==> src/design/mcp_map.svh <==
// Register offsets, field positions, reset values and timing counts.
`ifndef MCP_MAP_SVH
`define MCP_MAP_SVH
`define MCP_ADDR_W 4
`define MCP_DATA_W 16
`define MCP_OFS_ZERO 4'h0
`define MCP_OFS_CHAN 4'h1
`define MCP_OFS_POWER 4'h2
`define MCP_OFS_DELAY_LO 4'h3
`define MCP_OFS_DELAY_HI 4'h4
`define MCP_OFS_DIV 4'h5
`define MCP_OFS_SMCLK 4'h6
`define MCP_OFS_LCLK 4'h7
`define MCP_OFS_STATUS 4'h8
`define MCP_OFS_IRQ_STAT 4'h9
`define MCP_OFS_IRQ_MASK 4'hA
`define MCP_ZERO_SRC_LSB 0
`define MCP_ZERO_MULT_LSB 4
`define MCP_CHAN_BUF_LSB 4
`define MCP_DIV_RST_BIT 4
`define MCP_SM_PRE_LSB 1
`define MCP_SM_DIV_LSB 8
`define MCP_LCLK_VCM_LSB 4
`define MCP_LCLK_SWING_LSB 8
`define MCP_RST_CHAN 16'h00FF
`define MCP_RST_POWER 16'h6666
`define MCP_RST_DELAY 6'h00
`define MCP_RST_DIV_CODE 3'h1
`define MCP_RST_MULT 4'h2
`define MCP_RST_SM_DIV 8'h04
`define MCP_RST_LCLK_VCM 3'h3
`define MCP_RST_LCLK_SWING 3'h3
`define MCP_PWR_MAX 3'h6
`define MCP_MULT_MIN 4'h2
`define MCP_MULT_MAX 4'h8
`define MCP_FMT_CML 2'h2
`define MCP_CLK_PERIOD_NS 10
`define MCP_CAL_LONG_NS 5000000
`define MCP_CAL_SHORT_NS 20000
`define MCP_CAL_LONG_CYC (`MCP_CAL_LONG_NS / `MCP_CLK_PERIOD_NS)
`define MCP_CAL_SHORT_CYC (`MCP_CAL_SHORT_NS / `MCP_CLK_PERIOD_NS)
`define MCP_IRQ_CAL_DONE 0
`define MCP_IRQ_LOCK_GAIN 1
`define MCP_IRQ_LOCK_LOSS 2
`endif

==> src/design/mcp_pkg.sv <==
// Types shared by the main clock path control design.
package mcp_pkg;
  typedef enum logic [1:0] {
    MCP_SRC_BYPASS = 2'h0,
    MCP_SRC_DIVIDE = 2'h1,
    MCP_SRC_MULT = 2'h2
  } mcp_source_type;
  typedef enum logic [1:0] {
    MCP_CAL_IDLE = 2'h0,
    MCP_CAL_RUN = 2'h1,
    MCP_CAL_SETTLE = 2'h3
  } mcp_cal_state_type;
endpackage

==> src/design/mcp_ctrl.sv <==
// Main clock path control: registers, channel power, source, calibration.
//
// Functional notes
// - Path enable 0 powers down path and buffer, ignoring other fields.
// - Path on: buffer enable 0 powers buffer down, else level 0..6.
// - Each output has its own delay code, about 0.9 ps steps.
// - Source select: 0 bypass, 1 divider, 2 multiplier, shared by all.
// - Divide ratio is code plus one; code 0 reserved; odd duty shorter.
// - Multiplier factor is two to eight from the multiply field.
// - State-machine clock is input over prescale times divide, below 30 MHz.
// - Reset sets the state-machine clock enable to one.
// - Writing register zero with input clock present starts calibration.
// - First calibration or one after source change takes about 5 ms.
// - Lock state readable in status and on the status pin.
// - Format 0 is LVDS, 2 is CML; CML ignores the common-mode code.
//
// The register offsets and the strobed register port were decided locally.
`timescale 1ns/1ps
`default_nettype none
`include "mcp_map.svh"
module mcp_ctrl #(
  parameter int NUM_CH = 4,
  parameter int CAL_LONG_CYC = `MCP_CAL_LONG_CYC,
  parameter int CAL_SHORT_CYC = `MCP_CAL_SHORT_CYC
) (
  input wire logic mclk, // System clock, 100 MHz.
  input wire logic resetn, // Synchronous reset, active low.
  input wire logic [3:0] reg_addr, // Register address.
  input wire logic [15:0] reg_wdata, // Write data.
  input wire logic reg_write, // Write strobe.
  input wire logic reg_read, // Read strobe.
  output logic [15:0] reg_rdata, // Read data, cycle after the strobe.
  input wire logic input_clock_present, // Input clock detected.
  input wire logic loop_locked, // Raw multiplier loop lock.
  output logic [NUM_CH-1:0] path_power, // Channel path powered.
  output logic [NUM_CH-1:0] buffer_power, // Output buffer powered.
  output logic [3*NUM_CH-1:0] buffer_level, // Buffer level per channel.
  output logic [6*NUM_CH-1:0] output_delay, // Delay code per channel.
  output logic [1:0] main_source, // Active source select.
  output logic [3:0] divide_ratio, // Divider ratio 2..8.
  output logic [3:0] divide_high, // High cycles of divided clock.
  output logic divider_hold, // Divider held in reset.
  output logic divider_resync, // Pulse when divider reset released.
  output logic [3:0] mult_factor, // Multiplier factor 2..8.
  output logic sm_clock_tick, // State-machine clock enable pulse.
  output logic calibrating, // Multiplier calibration running.
  output logic status_output_pin, // Lock indicator pin.
  output logic logic_clock_cml, // Logic clock in CML format.
  output logic [2:0] logic_clock_common_mode, // Common mode in use.
  output logic [2:0] logic_clock_swing, // Swing code.
  output logic irq // Level interrupt.
);
  localparam int CAL_W = $clog2(CAL_LONG_CYC + 1);

  initial begin
    if (NUM_CH != 4 || CAL_SHORT_CYC < 1 || CAL_LONG_CYC < CAL_SHORT_CYC) begin
      $error("mcp_ctrl parameters out of range");
    end
  end

  function automatic logic [2:0] clamp_level(input logic [2:0] code);
    clamp_level = (code > `MCP_PWR_MAX) ? `MCP_PWR_MAX : code;
  endfunction

  function automatic logic mult_ok(input logic [3:0] f);
    mult_ok = (f >= `MCP_MULT_MIN) && (f <= `MCP_MULT_MAX);
  endfunction

  function automatic logic div_hold_fall(input logic held, input logic now);
    div_hold_fall = held && !now;
  endfunction

  // Software-visible configuration.
  logic [15:0] chan;
  logic [15:0] power;
  logic [6*NUM_CH-1:0] delay;
  logic [1:0] src;
  logic [3:0] mult;
  logic [2:0] div_code;
  logic div_rst;
  logic sm_en;
  logic [1:0] sm_pre;
  logic [7:0] sm_div;
  logic [1:0] fmt;
  logic [2:0] vcm;
  logic [2:0] swing;
  logic [2:0] irq_mask;
  logic [15:0] next_chan;
  logic [15:0] next_power;
  logic [6*NUM_CH-1:0] next_delay;
  logic [1:0] next_src;
  logic [3:0] next_mult;
  logic [2:0] next_div_code;
  logic next_div_rst;
  logic next_sm_en;
  logic [1:0] next_sm_pre;
  logic [7:0] next_sm_div;
  logic [1:0] next_fmt;
  logic [2:0] next_vcm;
  logic [2:0] next_swing;
  logic [2:0] next_irq_mask;
  logic wr_zero;
  logic cal_start;

  assign wr_zero = reg_write && (reg_addr == `MCP_OFS_ZERO);
  assign cal_start = wr_zero && input_clock_present;

  always_comb begin
    next_chan = chan;
    next_power = power;
    next_delay = delay;
    next_src = src;
    next_mult = mult;
    next_div_code = div_code;
    next_div_rst = div_rst;
    next_sm_en = sm_en;
    next_sm_pre = sm_pre;
    next_sm_div = sm_div;
    next_fmt = fmt;
    next_vcm = vcm;
    next_swing = swing;
    next_irq_mask = irq_mask;
    if (reg_write) begin
      case (reg_addr)
        `MCP_OFS_ZERO: begin
          // Reserved source code 3 and out-of-range factors are ignored.
          if (reg_wdata[`MCP_ZERO_SRC_LSB +: 2] != 2'h3) begin
            next_src = reg_wdata[`MCP_ZERO_SRC_LSB +: 2];
          end
          if (mult_ok(reg_wdata[`MCP_ZERO_MULT_LSB +: 4])) begin
            next_mult = reg_wdata[`MCP_ZERO_MULT_LSB +: 4];
          end
        end
        `MCP_OFS_CHAN: next_chan = {8'h00, reg_wdata[7:0]};
        `MCP_OFS_POWER: next_power = reg_wdata;
        `MCP_OFS_DELAY_LO: begin
          next_delay[5:0] = reg_wdata[5:0];
          next_delay[11:6] = reg_wdata[13:8];
        end
        `MCP_OFS_DELAY_HI: begin
          next_delay[17:12] = reg_wdata[5:0];
          next_delay[23:18] = reg_wdata[13:8];
        end
        `MCP_OFS_DIV: begin
          if (reg_wdata[2:0] != 3'h0) begin
            next_div_code = reg_wdata[2:0];
          end
          next_div_rst = reg_wdata[`MCP_DIV_RST_BIT];
        end
        `MCP_OFS_SMCLK: begin
          next_sm_en = reg_wdata[0];
          next_sm_pre = reg_wdata[`MCP_SM_PRE_LSB +: 2];
          next_sm_div = reg_wdata[`MCP_SM_DIV_LSB +: 8];
        end
        `MCP_OFS_LCLK: begin
          next_fmt = reg_wdata[1:0];
          next_vcm = reg_wdata[`MCP_LCLK_VCM_LSB +: 3];
          next_swing = reg_wdata[`MCP_LCLK_SWING_LSB +: 3];
        end
        `MCP_OFS_IRQ_MASK: next_irq_mask = reg_wdata[2:0];
        default: next_chan = chan;
      endcase
    end
  end

  always_ff @(posedge mclk) begin
    if (!resetn) begin
      chan <= `MCP_RST_CHAN;
      power <= `MCP_RST_POWER;
      delay <= {NUM_CH{`MCP_RST_DELAY}};
      src <= mcp_pkg::MCP_SRC_BYPASS;
      mult <= `MCP_RST_MULT;
      div_code <= `MCP_RST_DIV_CODE;
      div_rst <= 1'b0;
      sm_en <= 1'b1;
      sm_pre <= 2'h0;
      sm_div <= `MCP_RST_SM_DIV;
      fmt <= 2'h0;
      vcm <= `MCP_RST_LCLK_VCM;
      swing <= `MCP_RST_LCLK_SWING;
      irq_mask <= 3'h0;
    end else begin
      chan <= next_chan;
      power <= next_power;
      delay <= next_delay;
      src <= next_src;
      mult <= next_mult;
      div_code <= next_div_code;
      div_rst <= next_div_rst;
      sm_en <= next_sm_en;
      sm_pre <= next_sm_pre;
      sm_div <= next_sm_div;
      fmt <= next_fmt;
      vcm <= next_vcm;
      swing <= next_swing;
      irq_mask <= next_irq_mask;
    end
  end

  // State-machine clock rate from prescale and divide.
  logic sm_tick;
  mcp_sm_divider #(.CNT_W(10)) u_sm_div (
    .mclk(mclk),
    .resetn(resetn),
    .enable(sm_en),
    .prescale_code(sm_pre),
    .divide(sm_div),
    .tick(sm_tick)
  );
  assign sm_clock_tick = sm_tick;

  // Calibration sequencer and lock tracking.
  mcp_pkg::mcp_cal_state_type cal_state;
  mcp_pkg::mcp_cal_state_type next_cal_state;
  logic [CAL_W-1:0] cal_cnt;
  logic [CAL_W-1:0] next_cal_cnt;
  logic first_done;
  logic next_first_done;
  logic [1:0] cal_src;
  logic [1:0] next_cal_src;
  logic lock;
  logic next_lock;
  logic cal_long;

  // Long calibration on first use or a new source.
  assign cal_long = !first_done || (next_src != cal_src);

  always_comb begin
    next_cal_state = cal_state;
    next_cal_cnt = cal_cnt;
    next_first_done = first_done;
    next_cal_src = cal_src;
    next_lock = lock;
    if (cal_start) begin
      next_cal_state = mcp_pkg::MCP_CAL_RUN;
      next_cal_src = next_src;
      next_cal_cnt = cal_long ? CAL_W'(CAL_LONG_CYC) : CAL_W'(CAL_SHORT_CYC);
    end else begin
      case (cal_state)
        mcp_pkg::MCP_CAL_IDLE: next_cal_state = mcp_pkg::MCP_CAL_IDLE;
        mcp_pkg::MCP_CAL_RUN: begin
          // The sequencer stalls without the state-machine clock.
          if (cal_cnt == '0) begin
            next_cal_state = mcp_pkg::MCP_CAL_SETTLE;
          end else if (sm_en) begin
            next_cal_cnt = cal_cnt - CAL_W'(1);
          end
        end
        mcp_pkg::MCP_CAL_SETTLE: begin
          next_cal_state = mcp_pkg::MCP_CAL_IDLE;
          next_first_done = 1'b1;
        end
        default: next_cal_state = mcp_pkg::MCP_CAL_IDLE;
      endcase
    end
    // Unlocked while calibrating; lock sampled on state ticks.
    if (next_cal_state != mcp_pkg::MCP_CAL_IDLE || !sm_en) begin
      next_lock = 1'b0;
    end else if (sm_tick) begin
      next_lock = loop_locked && next_first_done &&
                  (src == mcp_pkg::MCP_SRC_MULT);
    end
  end

  always_ff @(posedge mclk) begin
    if (!resetn) begin
      cal_state <= mcp_pkg::MCP_CAL_IDLE;
      cal_cnt <= '0;
      first_done <= 1'b0;
      cal_src <= mcp_pkg::MCP_SRC_BYPASS;
      lock <= 1'b0;
    end else begin
      cal_state <= next_cal_state;
      cal_cnt <= next_cal_cnt;
      first_done <= next_first_done;
      cal_src <= next_cal_src;
      lock <= next_lock;
    end
  end

  // Interrupt status: sticky, cleared by reading; a new event wins.
  logic [2:0] irq_stat;
  logic [2:0] next_irq_stat;
  logic [2:0] events;
  logic rd_stat;

  assign rd_stat = reg_read && (reg_addr == `MCP_OFS_IRQ_STAT);
  always_comb begin
    events = 3'h0;
    events[`MCP_IRQ_CAL_DONE] = cal_state == mcp_pkg::MCP_CAL_SETTLE &&
                                !cal_start;
    events[`MCP_IRQ_LOCK_GAIN] = next_lock && !lock;
    events[`MCP_IRQ_LOCK_LOSS] = !next_lock && lock;
    next_irq_stat = (rd_stat ? 3'h0 : irq_stat) | events;
  end

  always_ff @(posedge mclk) begin
    if (!resetn) begin
      irq_stat <= 3'h0;
    end else begin
      irq_stat <= next_irq_stat;
    end
  end

  // Output stage and read data, all registered.
  logic [15:0] next_rdata;
  logic [NUM_CH-1:0] next_path;
  logic [NUM_CH-1:0] next_buf;
  logic [3*NUM_CH-1:0] next_level;

  genvar ch;
  generate
    for (ch = 0; ch < NUM_CH; ch++) begin : g_chan
      assign next_path[ch] = chan[ch];
      // Buffer level only with path and buffer enabled.
      assign next_buf[ch] = chan[ch] && chan[`MCP_CHAN_BUF_LSB + ch];
      assign next_level[3*ch +: 3] = next_buf[ch] ?
                                     clamp_level(power[4*ch +: 3]) : 3'h0;
    end
  endgenerate

  always_comb begin
    next_rdata = 16'h0000;
    if (reg_read) begin
      case (reg_addr)
        `MCP_OFS_ZERO: next_rdata = {8'h00, mult, 2'h0, src};
        `MCP_OFS_CHAN: next_rdata = chan;
        `MCP_OFS_POWER: next_rdata = power;
        `MCP_OFS_DELAY_LO: next_rdata = {2'h0, delay[11:6], 2'h0, delay[5:0]};
        `MCP_OFS_DELAY_HI:
          next_rdata = {2'h0, delay[23:18], 2'h0, delay[17:12]};
        `MCP_OFS_DIV: next_rdata = {11'h000, div_rst, 1'b0, div_code};
        `MCP_OFS_SMCLK: next_rdata = {sm_div, 5'h00, sm_pre, sm_en};
        `MCP_OFS_LCLK: next_rdata = {5'h00, swing, 1'b0, vcm, 2'h0, fmt};
        `MCP_OFS_STATUS: next_rdata = {13'h0000, first_done,
                                       cal_state != mcp_pkg::MCP_CAL_IDLE,
                                       lock};
        `MCP_OFS_IRQ_STAT: next_rdata = {13'h0000, irq_stat};
        `MCP_OFS_IRQ_MASK: next_rdata = {13'h0000, irq_mask};
        default: next_rdata = 16'h0000;
      endcase
    end
  end

  always_ff @(posedge mclk) begin
    if (!resetn) begin
      reg_rdata <= 16'h0000;
      path_power <= '0;
      buffer_power <= '0;
      buffer_level <= '0;
      output_delay <= '0;
      main_source <= mcp_pkg::MCP_SRC_BYPASS;
      divide_ratio <= 4'h2;
      divide_high <= 4'h1;
      divider_hold <= 1'b0;
      divider_resync <= 1'b0;
      mult_factor <= `MCP_RST_MULT;
      calibrating <= 1'b0;
      status_output_pin <= 1'b0;
      logic_clock_cml <= 1'b0;
      logic_clock_common_mode <= 3'h0;
      logic_clock_swing <= 3'h0;
      irq <= 1'b0;
    end else begin
      reg_rdata <= next_rdata;
      path_power <= next_path;
      buffer_power <= next_buf;
      buffer_level <= next_level;
      output_delay <= delay;
      // One shared source for all outputs.
      main_source <= src;
      // Ratio is code plus one; high time is half, rounded down.
      divide_ratio <= {1'b0, div_code} + 4'h1;
      divide_high <= ({1'b0, div_code} + 4'h1) >> 1;
      divider_hold <= div_rst;
      divider_resync <= div_hold_fall(divider_hold, div_rst);
      mult_factor <= mult;
      calibrating <= cal_state != mcp_pkg::MCP_CAL_IDLE;
      status_output_pin <= lock;
      logic_clock_cml <= fmt == `MCP_FMT_CML;
      logic_clock_common_mode <= (fmt == `MCP_FMT_CML) ? 3'h0 : vcm;
      logic_clock_swing <= swing;
      irq <= |(irq_stat & irq_mask);
    end
  end
endmodule
`default_nettype wire

==> src/design/mcp_sm_divider.sv <==
// State-machine clock enable divider: one tick per prescale times divide.
`timescale 1ns/1ps
`default_nettype none
module mcp_sm_divider #(
  parameter int CNT_W = 10
) (
  input wire logic mclk, // System clock.
  input wire logic resetn, // Synchronous reset, active low.
  input wire logic enable, // Runs the divider while high.
  input wire logic [1:0] prescale_code, // 0:1, 1:2, 2 or 3:4.
  input wire logic [7:0] divide, // Divide value, 0 acts as 1.
  output logic tick // One-cycle state-machine clock enable.
);
  logic [CNT_W-1:0] count;
  logic [CNT_W-1:0] next_count;
  logic next_tick;
  logic [CNT_W-1:0] total;

  initial begin
    if (CNT_W < 10) begin
      $error("mcp_sm_divider needs at least 10 count bits");
    end
  end

  always_comb begin
    total = (divide == 8'h00) ? CNT_W'(1) : CNT_W'(divide);
    case (prescale_code)
      2'h0: total = total;
      2'h1: total = CNT_W'(total << 1);
      default: total = CNT_W'(total << 2);
    endcase
    next_count = count;
    next_tick = 1'b0;
    if (!enable) begin
      next_count = '0;
    end else if (count + CNT_W'(1) >= total) begin
      next_count = '0;
      next_tick = 1'b1;
    end else begin
      next_count = count + CNT_W'(1);
    end
  end

  always_ff @(posedge mclk) begin
    if (!resetn) begin
      count <= '0;
      tick <= 1'b0;
    end else begin
      count <= next_count;
      tick <= next_tick;
    end
  end
endmodule
`default_nettype wire

==> config.mk <==
export PLATFORM = sky130hd
export DESIGN_NAME = mcp_ctrl
export DESIGN_NICKNAME = d
export VERILOG_FILES = /design/src/design/mcp_pkg.sv /design/src/design/mcp_ctrl.sv /design/src/design/mcp_sm_divider.sv
export VERILOG_INCLUDE_DIRS = /design/src /design/src/design
export SDC_FILE = /design/constraint.sdc
export NUM_CORES = 1
export LEC_CHECK = 0
export BUFFER_PORTS_ARGS = -buffer_cell sky130_fd_sc_hd__clkbuf_2
export CELL_PAD_IN_SITES_DETAIL_PLACEMENT = 1
export CELL_PAD_IN_SITES_GLOBAL_PLACEMENT = 1
export CORE_AREA = 4 4 191 100
export CTS_CLUSTER_SIZE = 24
export DETAILED_ROUTE_END_ITERATION = 8
export DIE_AREA = 0 0 195 104
export PLACE_DENSITY = 0.88
export SYNTH_ARGS = -nofsm -noshare
export SYNTH_HDL_FRONTEND = slang
export SYNTH_SLANG_ARGS = --single-unit
==> constraint.sdc <==
create_clock -name mclk -period 7.8 [get_ports mclk]
set_clock_uncertainty 0.2 [all_clocks]
set_input_delay 0.39 -clock mclk [delete_from_list [all_inputs] [get_ports mclk]]
set_output_delay 0.39 -clock mclk [all_outputs]
set_load 0.02 [all_outputs]
==> run_summary.xml, run 1 <==
<?xml version="1.0" encoding="UTF-8"?>
<metrics>
  <group name="grt">
    <metric name="global_routing_met3_resource_utilization" unit="%">5.049</metric>
    <metric name="maximum_number_of_pins_on_one_net_before_global_route_repair" unit="">81</metric>
    <metric name="global_route_wire_length_before_repair" unit="um">41700</metric>
    <metric name="met2_usage" unit="%">42.36</metric>
    <metric name="grt_usage" unit="%">25.18</metric>
    <metric name="met1_resource_use_gr" unit="%">32.25</metric>
    <metric name="grt_overflow" unit="">0</metric>
    <metric name="first_global_vias" unit="">7464</metric>
    <metric name="busiest_layer" unit="">met2</metric>
    <metric name="number_of_antenna_violations_at_the_first_check_in_global_routing" unit="">0</metric>
  </group>
  <group name="floorplanning">
    <metric name="fp-row-count" unit="">34</metric>
    <metric name="die_x" unit="um">195</metric>
    <metric name="dieArea" unit="um^2">20280</metric>
    <metric name="design.portCount" unit="">113</metric>
    <metric name="die_h" unit="um">104</metric>
    <metric name="coreArea" unit="um^2">17270</metric>
    <metric name="initial_utilization" unit="%">45.74</metric>
  </group>
  <group name="sta">
    <metric name="layout_min_cycle_time" unit="ns">2.950</metric>
    <metric name="slew_headroom" unit="%">13.51</metric>
    <metric name="final_max_slew_viols" unit="">0</metric>
    <metric name="setup_repair_after_global_routing_missed_its_margin" unit="">no</metric>
    <metric name="report.final.setup_viol" unit="">0</metric>
    <metric name="hold_violations" unit="">0</metric>
    <metric name="fin_tns_setup" unit="ns">0</metric>
    <metric name="max_freq" unit="MHz">339.0</metric>
    <metric name="worstMarginPinSlew" unit="ns">1.287</metric>
    <metric name="final_min_period_over_clock_period" unit="%">37.81</metric>
    <metric name="worst_slack" unit="ns">4.850</metric>
  </group>
  <group name="synth">
    <metric name="synth.top_cells.by_count" unit="">201 x sky130_fd_sc_hd__dfxtp_1, 172 x sky130_fd_sc_hd__nand2_1, 73 x sky130_fd_sc_hd__a21oi_1</metric>
    <metric name="synthCells" unit="">899</metric>
    <metric name="post_synth_num_cell_types" unit="">66</metric>
    <metric name="synth.net_count" unit="">938</metric>
    <metric name="seq_area_frac_synth" unit="%">50.93</metric>
    <metric name="yosys.cell_count.top_type" unit="">sky130_fd_sc_hd__dfxtp_1</metric>
    <metric name="post_synth_main_area_contributors" unit="">sky130_fd_sc_hd__dfxtp_1 51%, sky130_fd_sc_hd__nand2_1 8.2%, sky130_fd_sc_hd__a21oi_1 4.6%, sky130_fd_sc_hd__and2_1 3.8%, sky130_fd_sc_hd__nor2_1 3.0%</metric>
    <metric name="synth_edf_count" unit="">0</metric>
    <metric name="ys_async_sr_fraction" unit="%">0</metric>
    <metric name="synth_top_area_share" unit="%">50.93</metric>
    <metric name="synth_top_cell_by_area" unit="">sky130_fd_sc_hd__dfxtp_1</metric>
    <metric name="mappedNetlistArea" unit="um^2">7900</metric>
    <metric name="syn_avg_cell_area" unit="um^2">8.788</metric>
    <metric name="postSynth.topFlopCell" unit="">sky130_fd_sc_hd__dfxtp_1</metric>
    <metric name="synth.ff_latch_count" unit="">201</metric>
    <metric name="yosys_warnings" unit="">0</metric>
  </group>
  <group name="critical_path">
    <metric name="critical_path.endpoint_type" unit="">flop</metric>
    <metric name="critical_path_arrival" unit="ns">3.12</metric>
    <metric name="worst_path_max_delay_cell" unit="">sky130_fd_sc_hd__o21bai_1</metric>
    <metric name="slowest_delay" unit="ns">0.57</metric>
    <metric name="crit_fanout" unit="">10</metric>
    <metric name="crit_required" unit="ns">7.97</metric>
    <metric name="timing.critical_path.cells" unit="">nor4_1 -&gt; a21oi_1 -&gt; a211o_1 -&gt; ha_1 -&gt; a21o_1 -&gt; a211oi_1 -&gt; o311a_1 -&gt; o21bai_1 -&gt; nor2b_1</metric>
    <metric name="crit_type" unit="">flop to flop</metric>
    <metric name="timing.critical_path.from_type" unit="">flop</metric>
  </group>
  <group name="cts">
    <metric name="cts.repair_timing.setup_buffer_count" unit="">0</metric>
    <metric name="tritoncts.num_buffers" unit="">19</metric>
    <metric name="cts_buffer_depth" unit="">3</metric>
    <metric name="worstSkewPairLatency" unit="ns">0.51</metric>
    <metric name="ctsHtreeMaxLevel" unit="">1</metric>
    <metric name="cts_tree" unit="">yes</metric>
    <metric name="clk_pin_slew_worst_paths" unit="ns">0.08</metric>
    <metric name="clkSinkCount" unit="">201</metric>
    <metric name="cts.root.buffer_cell" unit="">sky130_fd_sc_hd__clkbuf_16</metric>
  </group>
  <group name="power_and_ir_drop">
    <metric name="p_leak" unit="uW">0.003840</metric>
    <metric name="p_per_area" unit="nW/um^2">244.5</metric>
    <metric name="ir_drop" unit="mV">0.1452</metric>
  </group>
  <group name="flow_run">
    <metric name="drv_cap" unit="">0</metric>
  </group>
  <group name="hold_path">
    <metric name="min-delay-path-class" unit="">primary input to flop</metric>
  </group>
  <group name="route">
    <metric name="route.detailed.drc" unit="">0</metric>
    <metric name="via_per_inst" unit="">5.718</metric>
    <metric name="drt_pass1_iterations" unit="">5</metric>
    <metric name="post_drt_antenna_nets" unit="">0</metric>
    <metric name="dr_total_vias" unit="">7033</metric>
    <metric name="wirelength" unit="um">26130</metric>
    <metric name="drt_first_iter_violations" unit="">564</metric>
    <metric name="detail_route.wl_per_cell" unit="um">21.24</metric>
  </group>
  <group name="placement">
    <metric name="dpl.hpwl" unit="um">16900</metric>
    <metric name="placement.io_buffers" unit="">111</metric>
    <metric name="placer_congestion_estimate" unit="">0.9025</metric>
    <metric name="place_ws" unit="ns">4.619</metric>
  </group>
  <group name="finish">
    <metric name="post_route_cells_drive_above_1_share" unit="%">15.86</metric>
    <metric name="nNetsFinal" unit="">1023</metric>
    <metric name="syn_to_final_growth" unit="%">17.36</metric>
    <metric name="diodes_inserted" unit="">0</metric>
  </group>
  <group name="outcome">
    <metric name="outcome" unit="">finished clean</metric>
  </group>
</metrics>
layout by cell type (no fill, tap or decap), drive strengths merged, types with 34 or more instances in the layout:
master | Yosys | layout
a21oi | 73 | 73
and2 | 48 | 48
clkbuf | 40 | 134
dfxtp | 201 | 201
nand2 | 172 | 172
nand3 | 34 | 34
nor2 | 63 | 63
cell families after synthesis:
| family | after synthesis | share of synthesized area, % |
|---|---|---|
| buf+inv | 66 | 3.579 |
| flops | 201 | 50.93 |
| simple gates | 410 | 24.72 |
| mux | 22 | 2.977 |
| compound gates | 164 | 13.24 |
| xor+xnor | 22 | 2.439 |
| fa+ha+maj | 13 | 2.059 |
| other cells | 1 | 0.04747 |
power by group:
part | switching, uW | internal, uW | total (uW) | leakage (uW)
logic | 114 | 58.0 | 172 | 0.00188
registers | 20.7 | 1050 | 1070 | 0.00163
clock network | 422 | 602 | 1020 | 0.000324
total | 557 | 1710 | 2270 | 0.00384
critical path: cells and delay by family, from the launching register on:
kind            cells  cell delay, ns
fa+ha+maj           1            0.27
flops               1            0.37
compound gates      6            1.54
simple gates        2            0.43
stage by stage:
stage,util [%],total power (uW),hold WS [ns],instance area (um^2),cells
after floorplan,-,1197,0.2074,7900,899
after global placement,49.34,1246,0.2127,8522,1189
after detailed placement,49.34,1255,0.2334,8522,1189
after CTS,53.68,2264,0.0006282,9271,1230
after global routing,53.68,2345,0.0002430,9271,1230
final,53.68,2267,0.001064,9271,1230
area by class of cell:
type                    count  area (um^2)
fillers                  2073         8000
flip-flops and latches    201         4024
multi-input cells         632         3593
repair buffers            123        665.6
clock buffers              23        510.5
well taps                 234        292.8
clock inverters            10        158.9
inverters                   7        26.28
registers in the layout, summed over array words and instances (netlist names), 4 cells and up:
register        flops
buffer_level       12
chan                8
mult                4
u_sm_div.count     10
divide_ratio        4
delay              24
buffer_power        4
power              16
cal_cnt            19
output_delay       24
reg_rdata          16
mult_factor         4
path_power          4
sm_div              8
repair_timing:
action                                  CTS  global route
endpoints found under the setup margin    0             0
resized for setup                         0             0
hold buffers                              8             0
endpoints found under the hold margin    16             0
per-layer routing:
metal | up-vias | wire [um]
met3 | 85 | 1797
li1 | 3245 | -
met5 | - | 0
met2 | 283 | 12340
met1 | 3420 | 11010
met4 | 0 | 979
worst paths after layout:
check,cells after the start,from,end,slack [ns]
max,9,sm_div[4]$_SDFFE_PN0P_,u_sm_div.count[2]$_SDFF_PP0_,4.85
min,3,reg_wdata[13],sm_div[5]$_SDFFE_PN0P_,0.001
max reg2reg,9,sm_div[4]$_SDFFE_PN0P_,u_sm_div.count[2]$_SDFF_PP0_,4.85
min reg2reg,2,divider_hold$_SDFF_PN0_,divider_resync$_SDFF_PN0_,0.24
(Power assumes the default switching activity.)
==> run 2: changes to the inputs <==
- CORE_AREA: 4 4 191 100 -> 4 4 197 103
- DIE_AREA: 0 0 195 104 -> 0 0 201 107
- PLACE_DENSITY: 0.88 -> 0.84
- clock period: 7.8 -> 3.02 ns (I/O delays scaled with it)
==> run 2 against run 1 <==
  * Power increased to 2.6 times the previous value
  * Combinational power increased to 2.7 times the previous value
  * Utilization fell by 1.7 points
  * First-iteration DRC count decreased by 8.3%
  * Global-route usage fell by 1.9 points
  * Final cell count increased by 2.8%
  * Highest routed layer unchanged
==> run_summary.xml, run 2 (synthesized netlist as in run 1, its figures left out) <==
<?xml version="1.0" encoding="UTF-8"?>
<metrics>
  <group name="route">
    <metric name="drt_pass1_iterations" unit="">5</metric>
    <metric name="post_drt_antenna_nets" unit="">0</metric>
    <metric name="route.detailed.drc" unit="">0</metric>
    <metric name="detail_route.wl_per_cell" unit="um">20.00</metric>
    <metric name="dr_total_vias" unit="">7127</metric>
    <metric name="drt_first_iter_violations" unit="">517</metric>
    <metric name="via_per_inst" unit="">5.634</metric>
    <metric name="wirelength" unit="um">25300</metric>
  </group>
  <group name="hold_path">
    <metric name="timing.hold.worst.start" unit="">reg_addr[2]</metric>
    <metric name="min-delay-path-class" unit="">primary input to flop</metric>
  </group>
  <group name="placement">
    <metric name="dpl.hpwl" unit="um">17550</metric>
    <metric name="placer_congestion_estimate" unit="">0.8782</metric>
    <metric name="dp.cells" unit="">1209</metric>
    <metric name="placed_cell_areas" unit="um^2">8635</metric>
    <metric name="placement.io_buffers" unit="">111</metric>
  </group>
  <group name="critical_path">
    <metric name="critical_path.endpoint_type" unit="">flop</metric>
    <metric name="timing.critical_path.from_type" unit="">primary input</metric>
    <metric name="crit_required" unit="ns">3.21</metric>
    <metric name="critical_path_arrival" unit="ns">2.95</metric>
    <metric name="crit_fanout" unit="">16</metric>
    <metric name="worstSetupStartpoint" unit="">reg_addr[0]</metric>
    <metric name="crit_type" unit="">primary input to flop</metric>
    <metric name="regToRegStartpoint" unit="">sm_div[4]$_SDFFE_PN0P_</metric>
  </group>
  <group name="outcome">
    <metric name="outcome" unit="">finished clean</metric>
  </group>
  <group name="cts">
    <metric name="worstSkewPairLatency" unit="ns">0.51</metric>
    <metric name="cts_buffer_depth" unit="">3</metric>
    <metric name="cts.root.buffer_cell" unit="">sky130_fd_sc_hd__clkbuf_16</metric>
    <metric name="cts_tree" unit="">yes</metric>
    <metric name="clk_pin_slew_worst_paths" unit="ns">0.07</metric>
    <metric name="cts.repair_timing.setup_buffer_count" unit="">0</metric>
    <metric name="tritoncts.num_buffers" unit="">19</metric>
    <metric name="ctsHtreeMaxLevel" unit="">1</metric>
    <metric name="clkSinkCount" unit="">201</metric>
  </group>
  <group name="sta">
    <metric name="final_max_slew_viols" unit="">0</metric>
    <metric name="final_min_period_over_clock_period" unit="%">91.48</metric>
    <metric name="worstMarginPinSlew" unit="ns">0.6396</metric>
    <metric name="fin_tns_setup" unit="ns">0</metric>
    <metric name="setup_repair_after_global_routing_missed_its_margin" unit="">no</metric>
    <metric name="slew_headroom" unit="%">57.30</metric>
    <metric name="layout_min_cycle_time" unit="ns">2.763</metric>
    <metric name="report.final.setup_viol" unit="">0</metric>
    <metric name="max_freq" unit="MHz">362.0</metric>
    <metric name="hold_violations" unit="">0</metric>
  </group>
  <group name="finish">
    <metric name="layout_common_cells" unit="">201 x sky130_fd_sc_hd__dfxtp_1, 172 x sky130_fd_sc_hd__nand2_1, 111 x sky130_fd_sc_hd__clkbuf_2</metric>
    <metric name="design_area" unit="um^2">9530</metric>
    <metric name="post_layout_nonfiller_instances" unit="">1265</metric>
    <metric name="diodes_inserted" unit="">0</metric>
    <metric name="syn_to_final_growth" unit="%">20.64</metric>
    <metric name="nNetsFinal" unit="">1053</metric>
    <metric name="top_registers" unit="">delay: 24 flops, output_delay: 24 flops, cal_cnt: 19 flops</metric>
    <metric name="post_route_cells_drive_above_1_share" unit="%">16.98</metric>
    <metric name="final_common_cell" unit="">sky130_fd_sc_hd__dfxtp_1</metric>
  </group>
  <group name="floorplanning">
    <metric name="die_h" unit="um">107</metric>
    <metric name="initial_utilization" unit="%">43.05</metric>
    <metric name="design.portCount" unit="">113</metric>
    <metric name="dieArea" unit="um^2">21510</metric>
    <metric name="fp-row-count" unit="">35</metric>
    <metric name="coreArea" unit="um^2">18350</metric>
    <metric name="die_x" unit="um">201</metric>
  </group>
  <group name="power_and_ir_drop">
    <metric name="p_leak" unit="uW">0.003965</metric>
    <metric name="p_per_area" unit="nW/um^2">606.5</metric>
    <metric name="ir_drop" unit="mV">0.4283</metric>
  </group>
  <group name="grt">
    <metric name="global_route_wire_length_before_repair" unit="um">40900</metric>
    <metric name="grt_overflow" unit="">0</metric>
    <metric name="grt_usage" unit="%">23.26</metric>
    <metric name="number_of_antenna_violations_at_the_first_check_in_global_routing" unit="">0</metric>
    <metric name="maximum_number_of_pins_on_one_net_before_global_route_repair" unit="">49</metric>
    <metric name="first_global_vias" unit="">7433</metric>
  </group>
  <group name="flow_run">
    <metric name="drv_cap" unit="">0</metric>
  </group>
</metrics>
[run 2: changes by cell type in the layout (fill, tap and decap cells not counted), sizes merged]
| cell | change |
|---|---|
| dlygate4sd3 | +16 |
| buf | +14 |
| bufinv | -1 |
| clkinv | +1 |
| clkinvlp | -1 |
[run 2: path summary, 6_finish.rpt]
check	end	slack [ns]	cells past startpoint
worst max register to register	u_sm_div.count[5]$_SDFF_PP0_	0.30	9
worst min register to register	cal_state[1]$_SDFF_PN0_	0.24	1
worst min-delay path	reg_rdata[7]$_SDFF_PN0_	0.08	3
worst max-delay path	power[14]$_SDFFE_PN1P_	0.26	10
[run 2: power by group]
group	switching [uW]	internal [uW]
combinational	299	173
sequential	49.9	2710
clock	1060	1490
total	1410	4370
[run 2: timing repair]
action,CTS,global route
gates resized for setup,0,2
endpoints found under the hold margin,88,0
hold buffers,24,0
setup endpoints to repair,0,11
[run 2: per-stage QoR]
step	hold WS [ns]	total power, uW	utilization [%]	worst slack [ns]
2_1_floorplan	0.07497	3091	-	0.4409
3_3_place_gp	0.1971	3238	47.06	0.1539
3_5_place_dp	0.1973	3258	47.06	0.05237
4_1_cts	0.05093	5810	51.91	0.04471
5_1_grt	0.09596	5993	51.94	0.06540
6_report	0.07736	5780	51.94	0.2572
[run 2: cell type report]
type	instances	area, um^2
Fill cell	2155	8818
Sequential cell	201	4024
Multi-Input combinational cell	632	3598
Timing Repair Buffer	153	930.9
Clock buffer	23	520.5
Tap cell	240	300.3
Clock inverter	9	130.1
Inverter	7	26.28
[run 2: metal layers]
layer	share of wire, %	GRT usage, %	vias to the layer above
li1	-	-	3306
met1	44	29.92	3578
met2	48	40.91	195
met3	4.8	3.687	48
met4	2.6	6.575	0
met5	0	0	-
[run 2: critical path, cell delays in order]
cell                            delay [ns]
sky130_fd_sc_hd__dlygate4sd3_1        0.56
sky130_fd_sc_hd__clkbuf_2             0.16
sky130_fd_sc_hd__buf_4                0.21
sky130_fd_sc_hd__nand2b_1             0.20
sky130_fd_sc_hd__nor3_1               0.16
sky130_fd_sc_hd__buf_4                0.22
sky130_fd_sc_hd__nand2_1              0.40
sky130_fd_sc_hd__nand2_1              0.21
sky130_fd_sc_hd__nand3_1              0.08
sky130_fd_sc_hd__dlygate4sd3_1        0.58
==> run 3: changes to the inputs <==
--- a/config.mk
+++ b/config.mk
@@ -15,4 +15,6 @@
 export DIE_AREA = 0 0 201 107
 export PLACE_DENSITY = 0.84
+export REMOVE_ABC_BUFFERS = 1
+export SLEW_MARGIN = 20
 export SYNTH_ARGS = -nofsm -noshare
 export SYNTH_HDL_FRONTEND = slang
==> constraint.sdc (replaced) <==
create_clock -name mclk -period 3.02 [get_ports mclk]
set_clock_uncertainty 0.2 [all_clocks]
set_input_delay 0.302 -clock mclk [delete_from_list [all_inputs] [get_ports mclk]]
set_output_delay 0.302 -clock mclk [all_outputs]
set_load 0.02 [all_outputs]
==> run 3 against run 2 <==
  * Largest cell class unchanged
  * Critical path depth down 1
  * Global-route usage decreased by 0.83 points
  * Power up 0.40%
  * Clock power hardly changed
  * Sequential power hardly changed
  * Non-clock buffer count is 11 lower
  * Sequential share of layout area increased by 0.37 points
  * Highest routed layer is now met5
  * Maximum frequency fell by 2.4%
==> run_summary.xml, run 3 (synthesized netlist as in run 1, its figures left out) <==
<?xml version="1.0" encoding="UTF-8"?>
<metrics>
  <group name="placement">
    <metric name="dp.cells" unit="">1208</metric>
    <metric name="placer_congestion_estimate" unit="">0.8380</metric>
    <metric name="dpl.hpwl" unit="um">16460</metric>
    <metric name="placement.io_buffers" unit="">111</metric>
  </group>
  <group name="floorplanning">
    <metric name="coreArea" unit="um^2">18350</metric>
    <metric name="design.portCount" unit="">113</metric>
    <metric name="die_h" unit="um">107</metric>
    <metric name="die_x" unit="um">201</metric>
    <metric name="dieArea" unit="um^2">21510</metric>
    <metric name="fp-row-count" unit="">35</metric>
    <metric name="initial_utilization" unit="%">43.05</metric>
  </group>
  <group name="outcome">
    <metric name="outcome" unit="">finished clean</metric>
  </group>
  <group name="grt">
    <metric name="global_route_wire_length_before_repair" unit="um">39560</metric>
    <metric name="first_global_vias" unit="">7526</metric>
    <metric name="grt_overflow" unit="">0</metric>
    <metric name="number_of_antenna_violations_at_the_first_check_in_global_routing" unit="">1</metric>
    <metric name="grt_usage" unit="%">22.44</metric>
    <metric name="maximum_number_of_pins_on_one_net_before_global_route_repair" unit="">69</metric>
  </group>
  <group name="critical_path">
    <metric name="rrSetupSlack" unit="ns">0.19</metric>
    <metric name="timing.critical_path.from_type" unit="">flop</metric>
    <metric name="worstSetupStartpoint" unit="">sm_div[4]$_SDFFE_PN0P_</metric>
    <metric name="regToRegStartpoint" unit="">sm_div[4]$_SDFFE_PN0P_</metric>
    <metric name="crit_required" unit="ns">3.18</metric>
    <metric name="crit_fanout" unit="">10</metric>
    <metric name="crit_type" unit="">flop to flop</metric>
    <metric name="critical_path_arrival" unit="ns">2.99</metric>
    <metric name="critical_path.endpoint_type" unit="">flop</metric>
  </group>
  <group name="flow_run">
    <metric name="drv_cap" unit="">0</metric>
  </group>
  <group name="finish">
    <metric name="top_registers" unit="">delay: 24 flops, output_delay: 24 flops, cal_cnt: 19 flops</metric>
    <metric name="syn_to_final_growth" unit="%">19.59</metric>
    <metric name="diodes_inserted" unit="">0</metric>
    <metric name="layout_common_cells" unit="">201 x sky130_fd_sc_hd__dfxtp_1, 172 x sky130_fd_sc_hd__nand2_1, 111 x sky130_fd_sc_hd__clkbuf_2</metric>
    <metric name="post_route_cells_drive_above_1_share" unit="%">17.03</metric>
    <metric name="nNetsFinal" unit="">1042</metric>
    <metric name="final_common_cell" unit="">sky130_fd_sc_hd__dfxtp_1</metric>
    <metric name="post_layout_nonfiller_instances" unit="">1256</metric>
  </group>
  <group name="sta">
    <metric name="final_max_slew_viols" unit="">0</metric>
    <metric name="max_freq" unit="MHz">353.2</metric>
    <metric name="hold_ws" unit="ns">0.01993</metric>
    <metric name="final_min_period_over_clock_period" unit="%">93.74</metric>
    <metric name="setup_repair_after_global_routing_missed_its_margin" unit="">no</metric>
    <metric name="slew_headroom" unit="%">47.30</metric>
    <metric name="hold_violations" unit="">0</metric>
    <metric name="worstMarginPinSlew" unit="ns">0.7905</metric>
    <metric name="fin_tns_setup" unit="ns">0</metric>
    <metric name="layout_min_cycle_time" unit="ns">2.831</metric>
    <metric name="report.final.setup_viol" unit="">0</metric>
  </group>
  <group name="hold_path">
    <metric name="timing.hold.worst.start" unit="">reg_wdata[5]</metric>
    <metric name="min-delay-path-class" unit="">primary input to flop</metric>
  </group>
  <group name="route">
    <metric name="post_drt_antenna_nets" unit="">0</metric>
    <metric name="detail_route.wl_per_cell" unit="um">19.60</metric>
    <metric name="wirelength" unit="um">24620</metric>
    <metric name="via_per_inst" unit="">5.564</metric>
    <metric name="drt_first_iter_violations" unit="">549</metric>
    <metric name="dr_total_vias" unit="">6989</metric>
    <metric name="drt_pass1_iterations" unit="">5</metric>
    <metric name="route.detailed.drc" unit="">0</metric>
  </group>
  <group name="cts">
    <metric name="worstSkewPairLatency" unit="ns">0.50</metric>
    <metric name="tritoncts.num_buffers" unit="">19</metric>
    <metric name="cts.repair_timing.setup_buffer_count" unit="">0</metric>
    <metric name="ctsHtreeMaxLevel" unit="">1</metric>
    <metric name="cts.root.buffer_cell" unit="">sky130_fd_sc_hd__clkbuf_16</metric>
    <metric name="clkSinkCount" unit="">201</metric>
    <metric name="cts_buffer_depth" unit="">3</metric>
    <metric name="clk_pin_slew_worst_paths" unit="ns">0.07</metric>
    <metric name="cts_tree" unit="">yes</metric>
  </group>
  <group name="power_and_ir_drop">
    <metric name="ir_drop" unit="mV">0.3251</metric>
    <metric name="p_per_area" unit="nW/um^2">614.3</metric>
    <metric name="report.power.total" unit="uW">5804</metric>
    <metric name="p_leak" unit="uW">0.003938</metric>
  </group>
</metrics>
-- run 3: where the power goes --
group	internal, uW	switching, uW	total, uW
clock network	1520	1070	2580
logic	167	294	461
registers	2710	47.3	2760
total	4400	1410	5800
-- run 3: stage by stage --
| step | cell area (um^2) | worst slack [ns] | util, % |
|---|---|---|---|
| after floorplan | 7644 | 0.4621 | - |
| after global placement | 8640 | 0.1838 | 47.08 |
| after detailed placement | 8640 | -0.005317 | 47.08 |
| after CTS | 9448 | 0.2058 | 51.49 |
| after global routing | 9448 | 0.02568 | 51.49 |
| final | 9448 | 0.1890 | 51.49 |
-- run 3: timing repair --
action / in CTS / in global routing
endpoints found under the setup margin: 9 / 0
hold buffers: 14 / 0
hold endpoints to repair: 44 / 0
resized for setup: 1 / 0
-- run 3: path summary, 6_finish.rpt --
| check | end | cells after the start |
|---|---|---|
| setup / recovery | u_sm_div.count[9]$_SDFF_PP0_ | 9 |
| hold / removal | delay[17]$_SDFFE_PN0P_ | 3 |
| setup reg to reg | u_sm_div.count[9]$_SDFF_PP0_ | 9 |
| hold reg to reg | divider_resync$_SDFF_PN0_ | 2 |
-- run 3: layer usage --
metal	GRT usage [%]	up-vias	routed length, um
met3	3.657	43	1110
met1	27.77	3503	10650
met4	4.858	2	459
met2	41.52	153	12380
li1	-	3288	-
met5	0	-	13
-- run 3: area by class of cell --
type                            count  area [um^2]
Tap cell                          240        300.3
Timing Repair Buffer              142        835.8
Clock buffer                       25        538.0
Inverter                            7        26.28
Multi-Input combinational cell    632         3597
Clock inverter                      9        126.4
Sequential cell                   201         4024
Fill cell                        2131         8901
-- run 3: critical path, stage by stage (launching register included) --
cell	delay [ns]
sky130_fd_sc_hd__dfxtp_1	0.36
sky130_fd_sc_hd__nor4_1	0.33
sky130_fd_sc_hd__a21oi_1	0.17
sky130_fd_sc_hd__a211o_1	0.34
sky130_fd_sc_hd__ha_1	0.28
sky130_fd_sc_hd__a21o_1	0.11
sky130_fd_sc_hd__a211oi_1	0.08
sky130_fd_sc_hd__o311a_1	0.33
sky130_fd_sc_hd__o21bai_2	0.40
sky130_fd_sc_hd__nor2b_1	0.10
